### config.mk
export PLATFORM = sky130hd
export DESIGN_NAME = cpu_identification_regs
export DESIGN_NICKNAME = d
export VERILOG_FILES = /design/src/hdl/cpu_id_pkg.sv /design/src/hdl/cache_field_if.sv /design/src/hdl/cpu_identification_regs.sv /design/src/hdl/cache_field_encoder.sv
export SDC_FILE = /design/constraint.sdc
export NUM_CORES = 1
export LEC_CHECK = 0
export BUFFER_PORTS_ARGS = -buffer_cell sky130_fd_sc_hd__buf_2
export CAP_MARGIN = 20
export CORE_MARGIN = 8
export CORE_UTILIZATION = 59
export CTS_CLUSTER_SIZE = 14
export DETAILED_ROUTE_END_ITERATION = 7
export GPL_TIMING_DRIVEN = 0
export MAX_ROUTING_LAYER = met4
export PLACE_DENSITY = 0.9
export SETUP_SLACK_MARGIN = 0.4
export SLEW_MARGIN = 0
export SYNTH_ARGS = -nofsm -noshare
export SYNTH_HDL_FRONTEND = slang
export SYNTH_HIERARCHICAL = 1
export SYNTH_SLANG_ARGS = --single-unit
### constraint.sdc
create_clock -name clk -period 4.23 [get_ports clk]
set_input_delay 0.6345 -clock clk [delete_from_list [all_inputs] [get_ports clk]]
set_output_delay 0.6345 -clock clk [all_outputs]
set_load 0.02 [all_outputs]
### src/hdl/cpu_id_pkg.sv
package cpu_id_pkg;

  // ----------------------------------------------------------------
  // transfer selectors
  // ----------------------------------------------------------------
  localparam int WORD_W = 32;
  localparam logic [3:0] CRN_ID = 4'h0;
  localparam logic [3:0] CRM_GEOM = 4'h0;
  localparam logic [3:0] CRM_FEAT = 4'h1;
  localparam logic [2:0] OP1_ID = 3'h0;
  localparam logic [2:0] OP2_CACHE = 3'h1;
  localparam logic [2:0] OP2_TLB = 3'h3;
  localparam logic [2:0] OP2_PROCNUM = 3'h5;
  localparam logic [2:0] OP2_EXEC_FEAT = 3'h0;
  localparam logic [2:0] OP2_PROG_FEAT = 3'h1;
  localparam logic [2:0] OP2_DEBUG_FEAT = 3'h2;
  localparam logic [2:0] OP2_FEAT_RSVD = 3'h3;
  localparam logic [2:0] OP2_MM0 = 3'h4;
  localparam logic [2:0] OP2_MM1 = 3'h5;
  localparam logic [2:0] OP2_MM2 = 3'h6;
  localparam logic [2:0] OP2_MM3 = 3'h7;

  // ----------------------------------------------------------------
  // cache geometry layout
  // ----------------------------------------------------------------
  localparam int CG_CLASS_LSB = 25;
  localparam int CG_SEP_BIT = 24;
  localparam int CG_DATA_LSB = 12;
  localparam int CG_INSTR_LSB = 0;
  localparam logic [3:0] CG_CLASS = 4'he;
  localparam logic CG_SEPARATE = 1'b1;
  localparam int CF_W = 12;
  localparam int CF_BIG_BIT = 11;
  localparam int CF_SIZE_LSB = 6;
  localparam int CF_ASSOC_LSB = 3;
  localparam int CF_LINE_LSB = 0;
  localparam logic [2:0] CF_SIZE_16K = 3'h5;
  localparam logic [2:0] CF_SIZE_32K = 3'h6;
  localparam logic [2:0] CF_SIZE_64K = 3'h7;
  localparam logic [2:0] CF_ASSOC_4WAY = 3'h2;
  localparam logic [1:0] CF_LINE_8WORD = 2'h2;
  localparam logic [1:0] CSEL_16K = 2'h0;
  localparam logic [1:0] CSEL_32K = 2'h1;
  localparam logic [1:0] CSEL_64K = 2'h2;

  // ----------------------------------------------------------------
  // translation buffer, processor number, features
  // ----------------------------------------------------------------
  localparam int TB_ILOCK_LSB = 16;
  localparam int TB_DLOCK_LSB = 8;
  localparam int TB_SPLIT_BIT = 0;
  localparam logic [7:0] TB_ILOCK = 8'h00;
  localparam logic [7:0] TB_DLOCK = 8'h08;
  localparam logic TB_UNIFIED = 1'b0;
  localparam int PN_CLUSTER_LSB = 8;
  localparam int PN_CPU_LSB = 0;
  localparam logic [31:0] EXEC_FEAT_VAL = 32'h0000_0111;
  localparam logic [31:0] PROG_FEAT_VAL = 32'h0000_0001;
  localparam logic [31:0] ZERO_WORD = 32'h0000_0000;

  // ----------------------------------------------------------------
  // configuration capture timing
  // ----------------------------------------------------------------
  localparam logic [1:0] SETTLE_CYCLES = 2'h3;

endpackage

### src/hdl/cache_field_if.sv
`timescale 1ns/1ns
// size selection in, 12-bit cache description out
interface cache_field_if;
  logic [1:0] size_sel;
  logic [11:0] field;
  modport enc (input size_sel, output field);
  modport user (output size_sel, input field);
endinterface

### src/hdl/cpu_identification_regs.sv
`timescale 1ns/1ns
// What this block does
// - every register is 32 bits, read-only, privileged access only
// - c0,c0 with second opcode 1 returns cache geometry
// - cache geometry bits 31-29 zero, bits 28-25 hold class code 1110
// - cache geometry bit 24 is one: separate instruction and data caches
// - data field: size code, four-way, eight-word lines, other bits zero
// - instruction field bit 11 is zero for 16KB, one for larger
// - instruction field: size code, four-way, eight-word lines, other bits zero
// - c0,c0 with second opcode 3 returns translation buffer description
// - translation buffer bits 23-16 report zero lockable instruction entries
// - translation buffer bits 15-8 report eight lockable data entries
// - translation buffer bit 0 is zero: one unified buffer
// - c0,c0 with second opcode 5 returns processor number
// - cluster field follows the cluster number pins
// - processor number unique per cpu, 0 up to 3
// - c0,c1 selects features by second opcode: processor, debug, memory model
// - feature slot with second opcode 3 reads all zeros
// - execution state features read 0x111 with upper bits zero
// - programmer model features read 0x1 with upper bits zero
module cpu_identification_regs #(
  parameter int unsigned NUM_CPUS = 4,
  parameter logic [31:0] DEBUG_FEATURES = 32'h0000_0000,
  parameter logic [31:0] MM_FEATURES0 = 32'h0000_0000,
  parameter logic [31:0] MM_FEATURES1 = 32'h0000_0000,
  parameter logic [31:0] MM_FEATURES2 = 32'h0000_0000,
  parameter logic [31:0] MM_FEATURES3 = 32'h0000_0000
) (
  input wire logic clk,
  input wire logic nrst,
  input wire logic ce,
  input wire logic xfer_valid,
  input wire logic xfer_write,
  input wire logic xfer_priv,
  input wire logic [2:0] xfer_op1,
  input wire logic [3:0] xfer_crn,
  input wire logic [3:0] xfer_crm,
  input wire logic [2:0] xfer_op2,
  input wire logic [3:0] cluster_number_pins,
  input wire logic [1:0] cpu_slot_pins,
  input wire logic [1:0] dcache_size_pins,
  input wire logic [1:0] icache_size_pins,
  output logic [31:0] rd_data_q,
  output logic rd_valid_q,
  output logic undef_q,
  output logic miss_q,
  output logic ready_q
);

  // --------------------------------------------------------------
  // local constants
  // --------------------------------------------------------------
  // highest slot number this configuration may report;
  // a single-cpu build reports slot 0 and nothing else
  localparam logic [1:0] MAX_SLOT = 2'(NUM_CPUS - 1);
  localparam int PIN_W = 10;

  typedef enum logic [1:0] {
    st_settle,
    st_snap,
    st_ready
  } cfg_state_e;

  // --------------------------------------------------------------
  // declarations
  // --------------------------------------------------------------
  logic [PIN_W-1:0] pin_meta_q;
  logic [PIN_W-1:0] pin_sync_q;
  logic [3:0] sync_cluster;
  logic [1:0] sync_slot;
  logic [1:0] sync_data_cache_field;
  logic [1:0] sync_instruction_cache_field;
  cfg_state_e cfg_state_q;
  cfg_state_e cfg_state_d;
  logic [1:0] settle_cnt_q;
  logic [3:0] cluster_q;
  logic [1:0] slot_q;
  logic [1:0] data_cache_field_q;
  logic [1:0] instruction_cache_field_q;
  logic [1:0] slot_clamped;
  logic [31:0] cache_geometry;
  logic [31:0] translation_buffer_geometry;
  logic [31:0] processor_number;
  logic [31:0] execution_state_features;
  logic [31:0] programmer_model_features;
  logic sel_hit;
  logic [31:0] sel_val;
  logic take;
  logic refuse;

  cache_field_if data_cache_field ();
  cache_field_if instruction_cache_field ();

  // --------------------------------------------------------------
  // configuration pin synchronisers
  // --------------------------------------------------------------
  // pins are static but arrive from outside the clock domain;
  // only the second stage is ever looked at
  always_ff @(posedge clk or negedge nrst) begin
    if (!nrst) begin
      pin_meta_q <= '0;
      pin_sync_q <= '0;
    end else if (ce) begin
      pin_meta_q <= {cluster_number_pins, cpu_slot_pins, dcache_size_pins, icache_size_pins};
      pin_sync_q <= pin_meta_q;
    end
  end

  // split the synchronised vector back into its groups; the
  // concatenation mirrors the capture above, so no bit positions
  // have to be kept in step by hand
  assign {sync_cluster, sync_slot, sync_data_cache_field, sync_instruction_cache_field} = pin_sync_q;

  // --------------------------------------------------------------
  // configuration capture sequence
  // --------------------------------------------------------------
  // wait until the synchroniser has flushed its reset zeros,
  // then take one snapshot; requests before that get no answer
  always_comb begin
    cfg_state_d = cfg_state_q;
    case (cfg_state_q)
      st_settle: begin
        if (settle_cnt_q == cpu_id_pkg::SETTLE_CYCLES) begin
          cfg_state_d = st_snap;
        end
      end
      st_snap: begin
        cfg_state_d = st_ready;
      end
      st_ready: begin
        cfg_state_d = st_ready;
      end
      default: begin
        cfg_state_d = st_settle;
      end
    endcase
  end

  // state register of the capture sequence
  always_ff @(posedge clk or negedge nrst) begin
    if (!nrst) begin
      cfg_state_q <= st_settle;
    end else if (ce) begin
      cfg_state_q <= cfg_state_d;
    end
  end

  // settle counter stops at its limit; two edges would flush the
  // synchroniser, the extra one is margin for a slow strap edge
  // and costs a single cycle once per reset
  always_ff @(posedge clk or negedge nrst) begin
    if (!nrst) begin
      settle_cnt_q <= '0;
    end else if (ce) begin
      if (cfg_state_q == st_settle && settle_cnt_q != cpu_id_pkg::SETTLE_CYCLES) begin
        settle_cnt_q <= settle_cnt_q + 2'h1;
      end
    end
  end

  // snapshot of the static configuration; later pin wiggles are
  // deliberately ignored so a read never sees a half-changed value
  always_ff @(posedge clk or negedge nrst) begin
    if (!nrst) begin
      cluster_q <= '0;
      slot_q <= '0;
      data_cache_field_q <= '0;
      instruction_cache_field_q <= '0;
    end else if (ce) begin
      if (cfg_state_q == st_snap) begin
        cluster_q <= sync_cluster;
        slot_q <= sync_slot;
        data_cache_field_q <= sync_data_cache_field;
        instruction_cache_field_q <= sync_instruction_cache_field;
      end
    end
  end

  // ready flag, visible as an output; it rises on the same edge
  // that takes the snapshot, so the first request it admits
  // already reads the captured straps
  always_ff @(posedge clk or negedge nrst) begin
    if (!nrst) begin
      ready_q <= 1'b0;
    end else if (ce) begin
      ready_q <= (cfg_state_d == st_ready);
    end
  end

  // --------------------------------------------------------------
  // cache description fields
  // --------------------------------------------------------------
  // one encoder per cache; only the instruction side drives bit 11
  // size code 3 is not a real size and reads as the smallest cache
  assign data_cache_field.size_sel = data_cache_field_q;
  assign instruction_cache_field.size_sel = instruction_cache_field_q;

  cache_field_encoder #(
    .IS_INSTR(1'b0)
  ) u_data_enc (
    .port(data_cache_field)
  );

  cache_field_encoder #(
    .IS_INSTR(1'b1)
  ) u_instr_enc (
    .port(instruction_cache_field)
  );

  // --------------------------------------------------------------
  // register images
  // --------------------------------------------------------------
  // cache geometry: class code, split flag, both cache fields
  always_comb begin
    cache_geometry = '0;
    cache_geometry[cpu_id_pkg::CG_CLASS_LSB +: 4] = cpu_id_pkg::CG_CLASS;
    cache_geometry[cpu_id_pkg::CG_SEP_BIT] = cpu_id_pkg::CG_SEPARATE;
    cache_geometry[cpu_id_pkg::CG_DATA_LSB +: cpu_id_pkg::CF_W] =
      data_cache_field.field;
    cache_geometry[cpu_id_pkg::CG_INSTR_LSB +: cpu_id_pkg::CF_W] =
      instruction_cache_field.field;
  end

  // translation buffer: lockable counts and the unified flag
  always_comb begin
    translation_buffer_geometry = '0;
    translation_buffer_geometry[cpu_id_pkg::TB_ILOCK_LSB +: 8] = cpu_id_pkg::TB_ILOCK;
    translation_buffer_geometry[cpu_id_pkg::TB_DLOCK_LSB +: 8] = cpu_id_pkg::TB_DLOCK;
    translation_buffer_geometry[cpu_id_pkg::TB_SPLIT_BIT] = cpu_id_pkg::TB_UNIFIED;
  end

  // a slot strap beyond the configured cpu count would alias a
  // neighbour; clamp it so numbering stays within 0..NUM_CPUS-1
  always_comb begin
    if (slot_q > MAX_SLOT) begin
      slot_clamped = MAX_SLOT;
    end else begin
      slot_clamped = slot_q;
    end
  end

  // processor number: cluster above, cpu slot below; bits 7..2
  // and everything above the cluster stay zero
  always_comb begin
    processor_number = '0;
    processor_number[cpu_id_pkg::PN_CLUSTER_LSB +: 4] = cluster_q;
    processor_number[cpu_id_pkg::PN_CPU_LSB +: 2] = slot_clamped;
  end

  // fixed feature words
  assign execution_state_features = cpu_id_pkg::EXEC_FEAT_VAL;
  assign programmer_model_features = cpu_id_pkg::PROG_FEAT_VAL;

  // --------------------------------------------------------------
  // selector decode
  // --------------------------------------------------------------
  // the main identification word is not held here, so c0,c0,0
  // and every other selector fall out as a miss; the c0,c1 row is
  // decoded in full, so each second opcode there counts as a hit
  always_comb begin
    sel_hit = 1'b0;
    sel_val = cpu_id_pkg::ZERO_WORD;
    if (xfer_crn != cpu_id_pkg::CRN_ID || xfer_op1 != cpu_id_pkg::OP1_ID) begin
      sel_hit = 1'b0;
    end else if (xfer_crm == cpu_id_pkg::CRM_GEOM) begin
      if (xfer_op2 == cpu_id_pkg::OP2_CACHE) begin
        sel_hit = 1'b1;
        sel_val = cache_geometry;
      end else if (xfer_op2 == cpu_id_pkg::OP2_TLB) begin
        sel_hit = 1'b1;
        sel_val = translation_buffer_geometry;
      end else if (xfer_op2 == cpu_id_pkg::OP2_PROCNUM) begin
        sel_hit = 1'b1;
        sel_val = processor_number;
      end
    end else if (xfer_crm == cpu_id_pkg::CRM_FEAT) begin
      sel_hit = 1'b1;
      if (xfer_op2 == cpu_id_pkg::OP2_EXEC_FEAT) begin
        sel_val = execution_state_features;
      end else if (xfer_op2 == cpu_id_pkg::OP2_PROG_FEAT) begin
        sel_val = programmer_model_features;
      end else if (xfer_op2 == cpu_id_pkg::OP2_DEBUG_FEAT) begin
        sel_val = DEBUG_FEATURES;
      end else if (xfer_op2 == cpu_id_pkg::OP2_FEAT_RSVD) begin
        sel_val = cpu_id_pkg::ZERO_WORD;
      end else if (xfer_op2 == cpu_id_pkg::OP2_MM0) begin
        sel_val = MM_FEATURES0;
      end else if (xfer_op2 == cpu_id_pkg::OP2_MM1) begin
        sel_val = MM_FEATURES1;
      end else if (xfer_op2 == cpu_id_pkg::OP2_MM2) begin
        sel_val = MM_FEATURES2;
      end else begin
        sel_val = MM_FEATURES3;
      end
    end
  end

  // --------------------------------------------------------------
  // transfer acceptance
  // --------------------------------------------------------------
  // a hit is refused when the core is unprivileged or writing;
  // the bank has no writable bit, so a refusal changes nothing.
  // a miss wins over a refusal: a selector owned elsewhere must
  // reach its owner even from an unprivileged core
  assign take = ready_q && xfer_valid;
  assign refuse = !xfer_priv || xfer_write;

  // --------------------------------------------------------------
  // answer strobes
  // --------------------------------------------------------------
  // exactly one strobe per taken transfer, one cycle after it;
  // with ce low a strobe simply stands until the clock runs again,
  // so the consumer must qualify it with ce as well
  always_ff @(posedge clk or negedge nrst) begin
    if (!nrst) begin
      rd_valid_q <= 1'b0;
      undef_q <= 1'b0;
      miss_q <= 1'b0;
    end else if (ce) begin
      rd_valid_q <= take && sel_hit && !refuse;
      undef_q <= take && sel_hit && refuse;
      miss_q <= take && !sel_hit;
    end
  end

  // --------------------------------------------------------------
  // read data
  // --------------------------------------------------------------
  // data only moves on a successful read and holds otherwise,
  // so a refused access leaves the visible word untouched; the
  // hold costs a 32-bit enable but spares the core a stale-zero read
  always_ff @(posedge clk or negedge nrst) begin
    if (!nrst) begin
      rd_data_q <= cpu_id_pkg::ZERO_WORD;
    end else if (ce) begin
      if (take && sel_hit && !refuse) begin
        rd_data_q <= sel_val;
      end
    end
  end

endmodule

### src/hdl/cache_field_encoder.sv
`timescale 1ns/1ns
module cache_field_encoder #(
  parameter bit IS_INSTR = 1'b0
) (
  cache_field_if.enc port
);

  logic [2:0] size_code;

  // --------------------------------------------------------------
  // size coding
  // --------------------------------------------------------------
  // unused selection code 3 falls back to the smallest cache
  always_comb begin
    if (port.size_sel == cpu_id_pkg::CSEL_32K) begin
      size_code = cpu_id_pkg::CF_SIZE_32K;
    end else if (port.size_sel == cpu_id_pkg::CSEL_64K) begin
      size_code = cpu_id_pkg::CF_SIZE_64K;
    end else begin
      size_code = cpu_id_pkg::CF_SIZE_16K;
    end
  end

  // --------------------------------------------------------------
  // field assembly
  // --------------------------------------------------------------
  // every bit not set here reads zero
  always_comb begin
    port.field = '0;
    port.field[cpu_id_pkg::CF_SIZE_LSB +: 3] = size_code;
    port.field[cpu_id_pkg::CF_ASSOC_LSB +: 3] = cpu_id_pkg::CF_ASSOC_4WAY;
    port.field[cpu_id_pkg::CF_LINE_LSB +: 2] = cpu_id_pkg::CF_LINE_8WORD;
    if (IS_INSTR) begin
      port.field[cpu_id_pkg::CF_BIG_BIT] = (size_code != cpu_id_pkg::CF_SIZE_16K);
    end
  end

endmodule

[Word-level counts from Yosys, hierarchy flattened]
Index checks and enable logic that the tools add are counted.
W data, S select, Z words.
Storage, ports and cells
  flip-flop bits (word level): 70
  word-level logic and storage cells: 70
Operators by class
  multiplexer cells: 21
  add/subtract/negate cells: 1
  reduce and logical (&&, ||, !) cells: 20
  equal/unequal tests: 14
  order comparisons: 1
Operators by type and width (count)
  $mux W32: 2
  $mux W29: 1
  $mux W12: 2
  $mux W9: 2
  $eq A2 B2 Y1 const B: 5
  $mux W2: 4
  $mux W1: 7
  $eq A2 B1 Y1 const B: 3
  $logic_and A1 B1 Y1: 6
  $mux W3: 2
  $reduce_and A2 Y1: 3
  $eq A4 B1 Y1 const B: 1
  $logic_not A4 Y1: 1
  $pmux W2 S2: 1
  $reduce_bool A4 Y1: 1
  $eq A3 B1 Y1 const B: 1
  $eq A3 B2 Y1 const B: 1
  $eq A3 B3 Y1 const B: 1
  $logic_not A1 Y1: 3
  $logic_not A3 Y1: 1
  $ne A3 B3 Y1 const B: 1
  $reduce_bool A3 Y1: 1
  $add A2 B1 Y2 const B: 1
  $gt A2 B2 Y1 const B: 1
  other kinds (4): 5

[Longest topological paths before layout]
Gate-level depths: netlist (run 1).
  depth in word-level cells: 9
  mapped depth: 7

[By module]
The synthesis (run 1) kept the hierarchy.
By module, submodules not included
  cpu_identification_regs: area each 2787.7 sq um, cells each 225, seq. area each 1576.5 sq um, times used 1
  cache_field_encoder: area each 106.4 sq um, cells each 16, seq. area each 0.0 sq um, times used 2

[Worst setup path after synthesis (run 1)]
Ideal clock, no wire load.
  path type: in2reg
  start point: input xfer_crm[1]
  end point: register rd_data_q[0]
  slack: 1965 ps
  library setup time: 128 ps
  data arrival time: 2137 ps
  path buffers: 1
  data required time: 4102 ps
  stages on the path: 5
  cells stage by stage: nor3_1 -> nand3_2 -> nor4_4 -> buf_6 -> mux2_1
On the way
  cells in the longest elaborated chain, start to end: 7
  elaborated cells on any way between the ends: 11
  classes of those cells: 1 x eq/ne; 6 x mux; 4 x reduce/logical
RTL lines
  start, declared: RTL line cpu_identification_regs.sv:37  | input wire logic [3:0] xfer_crm,
  $eq A4 B1 Y1: RTL line cpu_identification_regs.sv:276  | end else if (xfer_crm == cpu_id_pkg::CRM_FEAT) begin
  $mux W1: RTL line cpu_identification_regs.sv:276
  $mux W1: RTL line cpu_identification_regs.sv:265  | end else if (xfer_crm == cpu_id_pkg::CRM_GEOM) begin
  $mux W1: RTL line cpu_identification_regs.sv:263  | if (xfer_crn != cpu_id_pkg::CRN_ID || xfer_op1 != cpu_id_pkg::OP1_ID) begin
  $logic_and A1 B1 Y1 (2 in a row): RTL line cpu_identification_regs.sv:336  | if (take && sel_hit && !refuse) begin
  $reduce_and A2 Y1 (no line)
  end signal, assigned: RTL line cpu_identification_regs.sv:334  | rd_data_q <= cpu_id_pkg::ZERO_WORD;
  end signal, assigned: RTL line cpu_identification_regs.sv:337  | rd_data_q <= sel_val;
  end, declared: RTL line cpu_identification_regs.sv:43  | output logic [31:0] rd_data_q,
Several ways; a longest one is shown, not always the timed one.
A chain may end at the register's enable or synchronous reset.

[Worst setup path after layout (run 1)]
  start point: input xfer_crm[1]
  end point: register rd_data_q[1]
Same word-level chain as after synthesis.

==> results.yml, run 1 <==
run_status:
  status: "finished clean"
yosys:
  ys.flop_type: "dfrtp_1"
  synth.largest_area_cell: "dfrtp_1"
  synth_most_common_cell: "dfrtp_1"
  yosysWarnings: 6
  synthTopCellsByArea: "dfrtp_1 53%, mux2_2 14%, buf_4 7.0%"
  postSynthCellCount: 257
  ys_ff_latch: 63
  synth_top_area_share_pct: 52.5
  avgSynthCellArea_um2: 11.7
  synth_edf_count: 0
  ys_types: 32
  netlist_area_mm2: 0.00300
  synth_common_cells: "63 x dfrtp_1, 37 x mux2_2, 28 x buf_4, 28 x inv_1, 21 x mux2i_1"
  synth-seq-area-share_pct: 52.5
  async_flop_share_pct: 100
worst_setup_path:
  end_kind: "register"
  rr_endpoint: "rd_data_q[1]"
  required_ns: 4.43
  r2r_setup_slack_ns: 2.46
  startpoint: "xfer_crm[1]"
  cp-start-kind: "primary input"
  arrival_ns: 2.55
  r2r-start: "ready_q"
  critPathMaxFanout: 10
  critPathCapture: "rd_data_q[1]"
  crit_type: "primary input to register"
  rr_worst_depth: 4
cts:
  cts_hold_buf: 0
  cts_sinks: 63
  postCtsSetupRepairBufs: 0
  ctsRootBufferMaster: "clkbuf_8"
  cts_tree: "built"
  numCtsBuffers: 9
  cts_resized: 0
  h-tree-depth: 3
  clock_latency_ns: 0.33
  cts_buffer_depth: 2
  path_clk_slew_ns: 0.07
layout:
  final_cells: 422
  drive_gt1_share_pct: 41.2
  layout.nets: 382
  antenna_cells: 0
  final.fill_count: 380
  area_growth_pct: 23.2
  design_area_mm2: 0.00370
power:
  p_clk_share_pct: 32.1
  p_sw_uw: 416
  power.static_leakage_nw: 1.85
  power_density_mw_per_mm2: 426
  p_sw_share_pct: 26.4
  ir_drop_mv: 0.312
  p_comb_share_pct: 19.8
  internal-power_mw: 1.16
  fin_total_pwr_mw: 1.57
  p_seq_share_pct: 48.1
global_routing:
  grt_max_degree: 24
  grt_usage_pct: 16.2
  antenna_found_initial: 0
  grt_pass1_vias: 2079
  grt_pass1_wl_mm: 9.35
  grt-ovfl-total: 0
drt:
  viasPerCell: 4.65
  drt_iter0_markers: 68
  wl_mm: 5.55
  vias: 1961
  drt_first_pass_iters: 4
  ant_nets: 0
  wl_per_cell_um: 13.1
  drc: 0
floorplan:
  num_rows: 26
  core_area_mm2: 0.00501
  io_pins: 66
  dieHeight_um: 87.3
  die_w_um: 87.3
  floorplan.initialDensity_pct: 59.9
  die_area_mm2: 0.00762
timing:
  fin_crit_ns: 2.34
  maxSlewHeadroom_pct: 37.7
  tightest_slew_ns: 0.928
  clock-skew-final_ns: 0.00747
  fmax_mhz: 427
  fin_crit_sh_pct: 55.4
  hold_viol_final: 0
  fin_tns_setup_ns: 0
  rsz0062_at_grt: "false"
  finalSetupViolations: 0
  report.final.slew_viol_count: 0
placement:
  dp.cells: 406
  place_congestion: 0.758
  dp_hpwl_mm: 4.28
  port_buffers: 59
  dpl_cell_area_mm2: 0.00351
run:
  cap_violations: 0
hold_path:
  min_path_type: "primary input to async pin"
==> worst min-delay path by stage <==
stage	end	slack, ns	cells after the start	startpoint
5_1_grt	cfg_state_q[0]	0.28	1	nrst
4_1_cts	pin_meta_q[7]	0.28	1	nrst
3_5_place_dp	settle_cnt_q[0]	0.47	1	settle_cnt_q[0]
3_3_place_gp	rd_valid_q	0.46	1	rd_valid_q
6_report	cfg_state_q[0]	0.27	1	nrst
2_1_floorplan	cfg_state_q[0]	0.34	0	nrst
==> sequential cells by signal, indices dropped and copies added, names as in the netlist <==
register and flops:
slot_q 2, undef_q 1, rd_data_q 25, cluster_q 4, cfg_state_q 2, settle_cnt_q 2
ready_q 1, pin_meta_q 10, miss_q 1, rd_valid_q 1, instruction_cache_field.size_sel 2, pin_sync_q 10
data_cache_field.size_sel 2
==> critical path: stages <==
cell and delay (ns):
buf_2 0.10, nor3_1 0.28, nand3_2 0.27, nor4_4 0.67, buf_6 0.25, mux2_1 0.34
==> cells in the final DEF (no fill, tap or decap), drive strengths merged, types with 2 or more instances in the layout <==
cell and n:
buf 92, dfrtp 63, mux2 39, inv 28, conb 23, mux2i 21
nand2 20, clkbuf 17, nor3 7, a21oi 6, ha 5, nand2b 4
nor2 4, nand3 3, nor4 3, nor2b 2, o2bb2ai 2, a21o 2
==> cells by family (layout without fill, tap and decap cells) <==
family	after synthesis	count (layout)	synth area share, %
DFF	63	63	52.5
muxes	60	60	21.6
buffers and inverters	63	140	11.6
other	5	23	0.626
xor gates and xnor gates	1	1	0.292
adders and majority gates	5	5	2.09
and+or+nand+nor	46	46	8.13
AOI/OAI and AO/OA	14	14	3.04
==> layout make-up <==
type                    count  area, um^2  area share [%]
multi-input cells         149        1140            30.9
clock inverters             3        42.5            1.15
clock buffers              13         149            4.03
repair buffers             61         350            9.48
inverters                  28         105            2.84
flip-flops and latches     63        1580            42.6
plain buffers              35         244            6.60
well taps                  70        87.6            2.37
==> power groups by stage <==
| stage | logic [mW] | clock network, mW | registers (mW) |
|---|---|---|---|
| after floorplan | 0.229 | 0 | 0.755 |
| after CTS | 0.315 | 0.515 | 0.757 |
| final | 0.312 | 0.505 | 0.757 |
| after global placement | 0.288 | 0 | 0.758 |
| after global routing | 0.354 | 0.546 | 0.769 |
| after detailed placement | 0.312 | 0 | 0.768 |
==> per-stage QoR <==
| stage | setup WS, ns | hold slack [ns] | utilization, % |
|---|---|---|---|
| after detailed placement | 1.50 | 0.474 | 70.0 |
| after global placement | 1.53 | 0.459 | 68.9 |
| after global routing | 1.76 | 0.284 | 73.8 |
| after CTS | 1.84 | 0.276 | 73.8 |
| final | 1.89 | 0.266 | 73.8 |
| after floorplan | 1.97 | 0.339 | - |
==> metal layers <==
| layer | vias up | GRT usage, % | wire, um |
|---|---|---|---|
| met3 | 5 | 3.68 | 262 |
| met2 | 41 | 27.8 | 2880 |
| li1 | 986 | - | - |
| met4 | 0 | 7.81 | 72 |
| met1 | 929 | 17.3 | 2340 |
| met5 | - | - | 0 |
No activity file was read; power rests on OpenSTA's default activity.
==> run 2, diff against run 1 <==
- ABC_AREA: unset -> 1
- CORE_UTILIZATION: 59 -> 55
- PLACE_DENSITY: 0.9 -> 0.84
- clock period: 4.23 -> 2.3 ns (I/O delays scaled with it)
==> run 2 against run 1 <==
Combinational power up 51%. Global-route usage down 0.070 points. Clock skew up 0.0013 ns. Total power up 70%. Via count up 21%. Highest routed layer unchanged. First-iteration DRC count up 46%. Critical path depth down 4. Final area up 2.6%. Setup slack worse by 0.95 ns.
==> results.yml, run 2 <==
global_routing:
  grt_usage_pct: 16.1
  grt_max_degree: 34
  grt-ovfl-total: 0
  grt_pass1_wl_mm: 10.6
  grt_pass1_vias: 2485
  antenna_found_initial: 0
power:
  fin_total_pwr_mw: 2.68
  power.static_leakage_nw: 2.29
  p_comb_share_pct: 17.6
  p_clk_share_pct: 32.7
  power_density_mw_per_mm2: 706
  ir_drop_mv: 0.538
  p_sw_share_pct: 26.6
  p_sw_uw: 712
  internal-power_mw: 1.97
  p_seq_share_pct: 49.7
layout:
  antenna_cells: 0
  area_growth_pct: 20.7
  layout.nets: 491
  drive_gt1_share_pct: 28.0
  reg.largest.list: "rd_data_q: 25 flops, pin_meta_q: 10 flops, pin_sync_q: 10 flops"
  final_common_cell: "nand2_1"
  layout_common_cells: "134 x nand2_1, 63 x dfrtp_1, 60 x buf_2, 28 x inv_1, 28 x buf_4"
  final.fill_count: 445
  largest_register_ff_count: 25
  regMostFlops: "rd_data_q"
timing:
  clock-skew-final_ns: 0.00877
  fin_tns_setup_ns: 0
  fin_crit_sh_pct: 59.4
  hold_viol_final: 0
  report.final.slew_viol_count: 0
  fmax_mhz: 732
  finalSetupViolations: 0
  fin_crit_ns: 1.37
  maxSlewHeadroom_pct: 53.9
  tightest_slew_ns: 0.691
  rsz0062_at_grt: "false"
yosys:
  synth-seq-area-share_pct: 50.2
  synth_edf_count: 0
  synth_common_cells: "134 x nand2_1, 63 x dfrtp_1, 28 x buf_4, 28 x inv_1, 26 x o21ai_0"
  yosysWarnings: 6
  synth_most_common_cell: "nand2_1"
  synth.largest_area_cell: "dfrtp_1"
  synth_top_area_share_pct: 50.2
  avgSynthCellArea_um2: 8.58
  netlist_area_mm2: 0.00314
  synthTopCellsByArea: "dfrtp_1 50%, nand2_1 16%, buf_4 6.7%"
  ys_types: 25
  async_flop_share_pct: 100
  ys_ff_latch: 63
  ys.flop_type: "dfrtp_1"
  postSynthCellCount: 366
placement:
  place_congestion: 0.844
  port_buffers: 60
  dp_hpwl_mm: 4.61
cts:
  cts_hold_buf: 0
  cts_resized: 0
  numCtsBuffers: 9
  clock_latency_ns: 0.33
  postCtsSetupRepairBufs: 0
  cts_buffer_depth: 2
  cts_tree: "built"
  path_clk_slew_ns: 0.06
  h-tree-depth: 3
  cts_sinks: 63
  ctsRootBufferMaster: "clkbuf_8"
floorplan:
  die_w_um: 91.6
  num_rows: 27
  core_area_mm2: 0.00551
  floorplan.initialDensity_pct: 57.1
  io_pins: 66
  die_area_mm2: 0.00839
  dieHeight_um: 91.6
drt:
  viasPerCell: 4.48
  wl_per_cell_um: 11.3
  drt_iter0_markers: 99
  ant_nets: 0
  drt_first_pass_iters: 5
  drc: 0
  vias: 2371
  wl_mm: 5.97
worst_setup_path:
  r2r_setup_slack_ns: 1.01
  critPathMaxStageDelay_ns: 0.41
  path_cells: "buf_4 -> buf_2"
  end_kind: "output port"
  cp.buffers_inverters: 2
  rr_worst_depth: 7
  crit_type: "register to output port"
  required_ns: 1.96
  arrival_ns: 1.02
  r2r-start: "instruction_cache_field.size_sel[0]"
  crit_family: "flip-flops"
  cp_slowest_cell: "dfrtp_1"
  cp-start-kind: "register"
  rr_endpoint: "rd_data_q[11]"
  critPathMaxFanout: 5
run_status:
  status: "finished clean"
run:
  cap_violations: 0
hold_path:
  min_path_type: "primary input to async pin"
[run 2: cell types whose count changed after synthesis, moves of 7 or more]
cell | previous run | this run
nand2_1 | 20 | 134
mux2_2 | 37 | 1
o21ai_0 | 1 | 26
mux2i_1 | 21 | 0
nand3_1 | 2 | 20
nor2_1 | 4 | 13
nor3_1 | 7 | 0
[run 2: worst max path at each step]
stage / from / depth (start not counted) / to
6_report: rd_data_q[27] / 2 / rd_data_q[26]
2_1_floorplan: xfer_crn[3] / 9 / rd_data_q[16]
5_1_grt: cfg_state_q[0] / 5 / instruction_cache_field.size_sel[1]
3_5_place_dp: xfer_op1[1] / 10 / rd_data_q[0]
4_1_cts: rd_data_q[27] / 2 / rd_data_q[26]
3_3_place_gp: nrst / 1 / pin_meta_q[1]
[run 2: worst reg2reg max path: cells and delay by family, from the launching register on]
family | cells | cell delay (ns)
flip-flops | 1 | 0.38
adder cells (fa/ha/maj) | 1 | 0.28
buffers and inverters | 2 | 0.18
AND/OR/NAND/NOR | 3 | 0.18
AO/OA/AOI/OAI | 1 | 0.16
[run 2: logic make-up after synthesis]
| logic type | share of synthesized area (%) |
|---|---|
| AOI/OAI and AO/OA | 5.42 |
| xor gates and xnor gates | 0.279 |
| adders and majority gates | 1.99 |
| buffers and inverters | 13.6 |
| DFF | 50.2 |
| muxes | 0.358 |
| other | 0.597 |
| and+or+nand+nor | 27.6 |
[run 2: stage by stage]
step	utilization, %	hold slack [ns]	std cells	instance area (um^2)	setup WS (ns)
3_3_place_gp	65.4	0.456	516	3600	0.754
3_5_place_dp	65.7	0.424	517	3620	0.766
2_1_floorplan	-	0.0494	384	3210	1.00
6_report	68.9	0.0602	529	3790	0.933
5_1_grt	68.9	0.102	529	3790	0.846
4_1_cts	68.9	0.0683	529	3790	0.909
[run 2: area by class of cell]
| cell class | instances | area, um^2 | share of cell area [%] |
|---|---|---|---|
| clock buffers | 10 | 138 | 3.63 |
| clock inverters | 2 | 35.0 | 0.924 |
| plain buffers | 39 | 300 | 7.92 |
| well taps | 72 | 90.1 | 2.38 |
| flip-flops and latches | 63 | 1580 | 41.6 |
| inverters | 34 | 128 | 3.37 |
| repair buffers | 61 | 320 | 8.45 |
| multi-input cells | 248 | 1200 | 31.8 |
[run 2: power by group through the flow]
stage / clock network [mW] / registers, mW / logic [mW]
3_5_place_dp: 0 / 1.35 / 0.474
2_1_floorplan: 0 / 1.35 / 0.333
5_1_grt: 0.941 / 1.35 / 0.552
3_3_place_gp: 0 / 1.34 / 0.443
4_1_cts: 0.894 / 1.33 / 0.476
6_report: 0.876 / 1.33 / 0.471
[run 2: per-layer routing]
layer | vias to the layer above | track usage [%] | wire, um
met1 | 1066 | 16.3 | 2480
met5 | - | - | 0
met3 | 5 | 5.27 | 321
met4 | 0 | 7.09 | 63
met2 | 51 | 27.9 | 3110
li1 | 1249 | - | -
==> run 3, diff against run 2 <==
- ABC_AREA: 1 -> 0
- CORE_UTILIZATION: 55 -> 49
- PLACE_DENSITY: 0.84 -> 0.8
- clock period: 2.3 -> 1.2 ns (I/O delays scaled with it)
==> run 3 against run 2 <==
Die area up 5.9%. The flow now finishes with violations (hold timing, setup timing). Critical endpoint is now rd_data_q[27]. Count of clock-buffer cells in the layout fell by 1. Setup slack got worse by 1.2 ns.
==> results.yml, run 3 (synthesis results as in run 1) <==
timing:
  fin_crit_ns: 1.43
  hold_viol_final: 35
  rsz0062_at_grt: "true"
  fmax_mhz: 700
  finalSetupViolations: 41
  setup_ws_ns: -0.229
  maxSlewHeadroom_pct: 44.5
  report.final.slew_viol_count: 0
  fin_crit_sh_pct: 119
  hold_ws_ns: -0.0613
  tightest_slew_ns: 0.832
  clock-skew-final_ns: 0.00875
cts:
  cts_buffer_depth: 2
  cts_tree: "built"
  path_clk_slew_ns: 0.07
  clock_latency_ns: 0.34
  h-tree-depth: 3
  ctsRootBufferMaster: "clkbuf_8"
  cts_sinks: 63
  numCtsBuffers: 9
layout:
  final_common_cell: "dfrtp_1"
  reg.largest.list: "rd_data_q: 25 flops, pin_meta_q: 10 flops, pin_sync_q: 10 flops"
  largest_register_ff_count: 25
  drive_gt1_share_pct: 55.4
  final_core_util_pct: 77.5
  regMostFlops: "rd_data_q"
  antenna_cells: 0
  area_growth_pct: 53.0
  layout_common_cells: "61 x dfrtp_1, 49 x buf_4, 47 x buf_6, 33 x mux2_4, 25 x buf_2"
  layout.nets: 416
  design_area_mm2: 0.00459
floorplan:
  die_w_um: 94.3
  dieHeight_um: 94.3
  die_area_mm2: 0.00888
  num_rows: 28
  floorplan.initialDensity_pct: 50.7
  core_area_mm2: 0.00592
  io_pins: 66
worst_setup_path:
  required_ns: 1.42
  cp-start-kind: "primary input"
  critPathMaxStageDelay_ns: 0.40
  critPathMaxFanout: 4
  path_cells: "buf_6 -> nor4_4 -> nand3_4 -> nor4_4 -> buf_4 -> mux2_4"
  cp_slowest_cell: "nor4_4"
  startpoint: "xfer_op1[2]"
  r2r-start: "ready_q"
  crit_type: "primary input to register"
  arrival_ns: 1.65
  cpMostUsedCell: "nor4_4"
  end_kind: "register"
global_routing:
  grt_usage_pct: 16.7
  gr-usage-met2_pct: 26.4
  grt_pass1_vias: 2253
  grt-ovfl-total: 0
  grt.busiest_layer: "met2"
  grt_max_degree: 37
  grt_pass1_wl_mm: 11.1
  antenna_found_initial: 0
  grtUsageMet3_pct: 4.64
  use_met1_pct: 19.9
run_status:
  status: "finished with violations"
  violations: "hold timing, setup timing"
placement:
  place_congestion: 0.749
  port_buffers: 59
  dp_hpwl_mm: 4.38
  dpl_cell_area_mm2: 0.00369
drt:
  viasPerCell: 4.69
  ant_nets: 0
  wl_per_cell_um: 15.4
  drt_first_pass_iters: 4
  vias: 2164
  wl_mm: 7.09
  drt_iter0_markers: 69
  drc: 0
power:
  power.static_leakage_nw: 2.28
  power_density_mw_per_mm2: 1480
  ir_drop_mv: 1.16
hold_path:
  min_path_type: "primary input to async pin"
run:
  cap_violations: 0
run 3: cell types whose count changed in the layout (fill, tap and decap cells not counted), moves of 5 or more:
cell,change
nand2_1,-116
buf_6,+45
buf_2,-35
mux2_4,+33
o21ai_0,-26
buf_4,+21
mux2i_1,+20
nand3_1,-19
nor2_1,-12
mux2_2,+5
run 3: metrics by stage:
step	total power, mW	instances	TNS [ns]	setup WS, ns	hold WS [ns]
2_1_floorplan	3.78	275	-8.17	-0.462	-0.116
3_3_place_gp	4.03	409	-32.47	-0.792	0.411
3_5_place_dp	4.13	410	-18.13	-0.787	0.327
4_1_cts	6.62	447	-3.93	-0.202	-0.0468
5_1_grt	7.12	461	-6.55	-0.275	-0.0119
6_report	6.78	461	-4.62	-0.229	-0.0613
run 3: layout make-up:
type	count	area [um^2]
fillers	342	1330
well taps	75	93.8
clock inverters	7	97.6
clock buffers	9	124
multi-input cells	150	1460
repair buffers	94	826
flip-flops and latches	63	1580
plain buffers	35	309
inverters	28	105
run 3: critical path, delay by kind of cell:
| kind | cells | cell delay (ns) |
|---|---|---|
| buffers and inverters | 2 | 0.33 |
| multiplexers | 1 | 0.30 |
| AND/OR/NAND/NOR | 3 | 0.83 |
run 3: metal layers:
layer | part of all wire (%) | routed length (um) | up-vias
met3 | 4.4 | 314 | 6
met5 | 0 | 0 | -
met1 | 44 | 3100 | 1065
met4 | 1.1 | 81 | 0
li1 | - | - | 1047
met2 | 51 | 3590 | 46
run 3: path summary, 6_finish.rpt:
path	depth (start not counted)	slack (ns)	endpoint
hold reg to reg	1	0.50	slot_q[1]
max in group asynchronous	2	0.61	ready_q
setup reg to reg	4	-0.21	rd_data_q[27]
setup / recovery	6	-0.23	rd_data_q[27]
hold / removal	1	-0.06	pin_meta_q[4]
min in group clk	2	0.07	pin_meta_q[5]
run 3: repair_timing:
| item | in CTS | in global routing |
|---|---|---|
| endpoints found under the hold margin | 35 | 12 |
| gates cloned | 1 | 0 |
| gates resized for setup | 94 | 14 |
| setup endpoints to repair | 75 | 75 |
| pin swaps | 11 | 3 |
| setup buffers | 20 | 14 |
run 3: power by group:
part / switching [mW] / leakage [nW] / internal [mW]
combinational: 0.844 / 1.46 / 1.19
sequential: 0.235 / 0.714 / 2.47
clock: 0.863 / 0.105 / 1.17
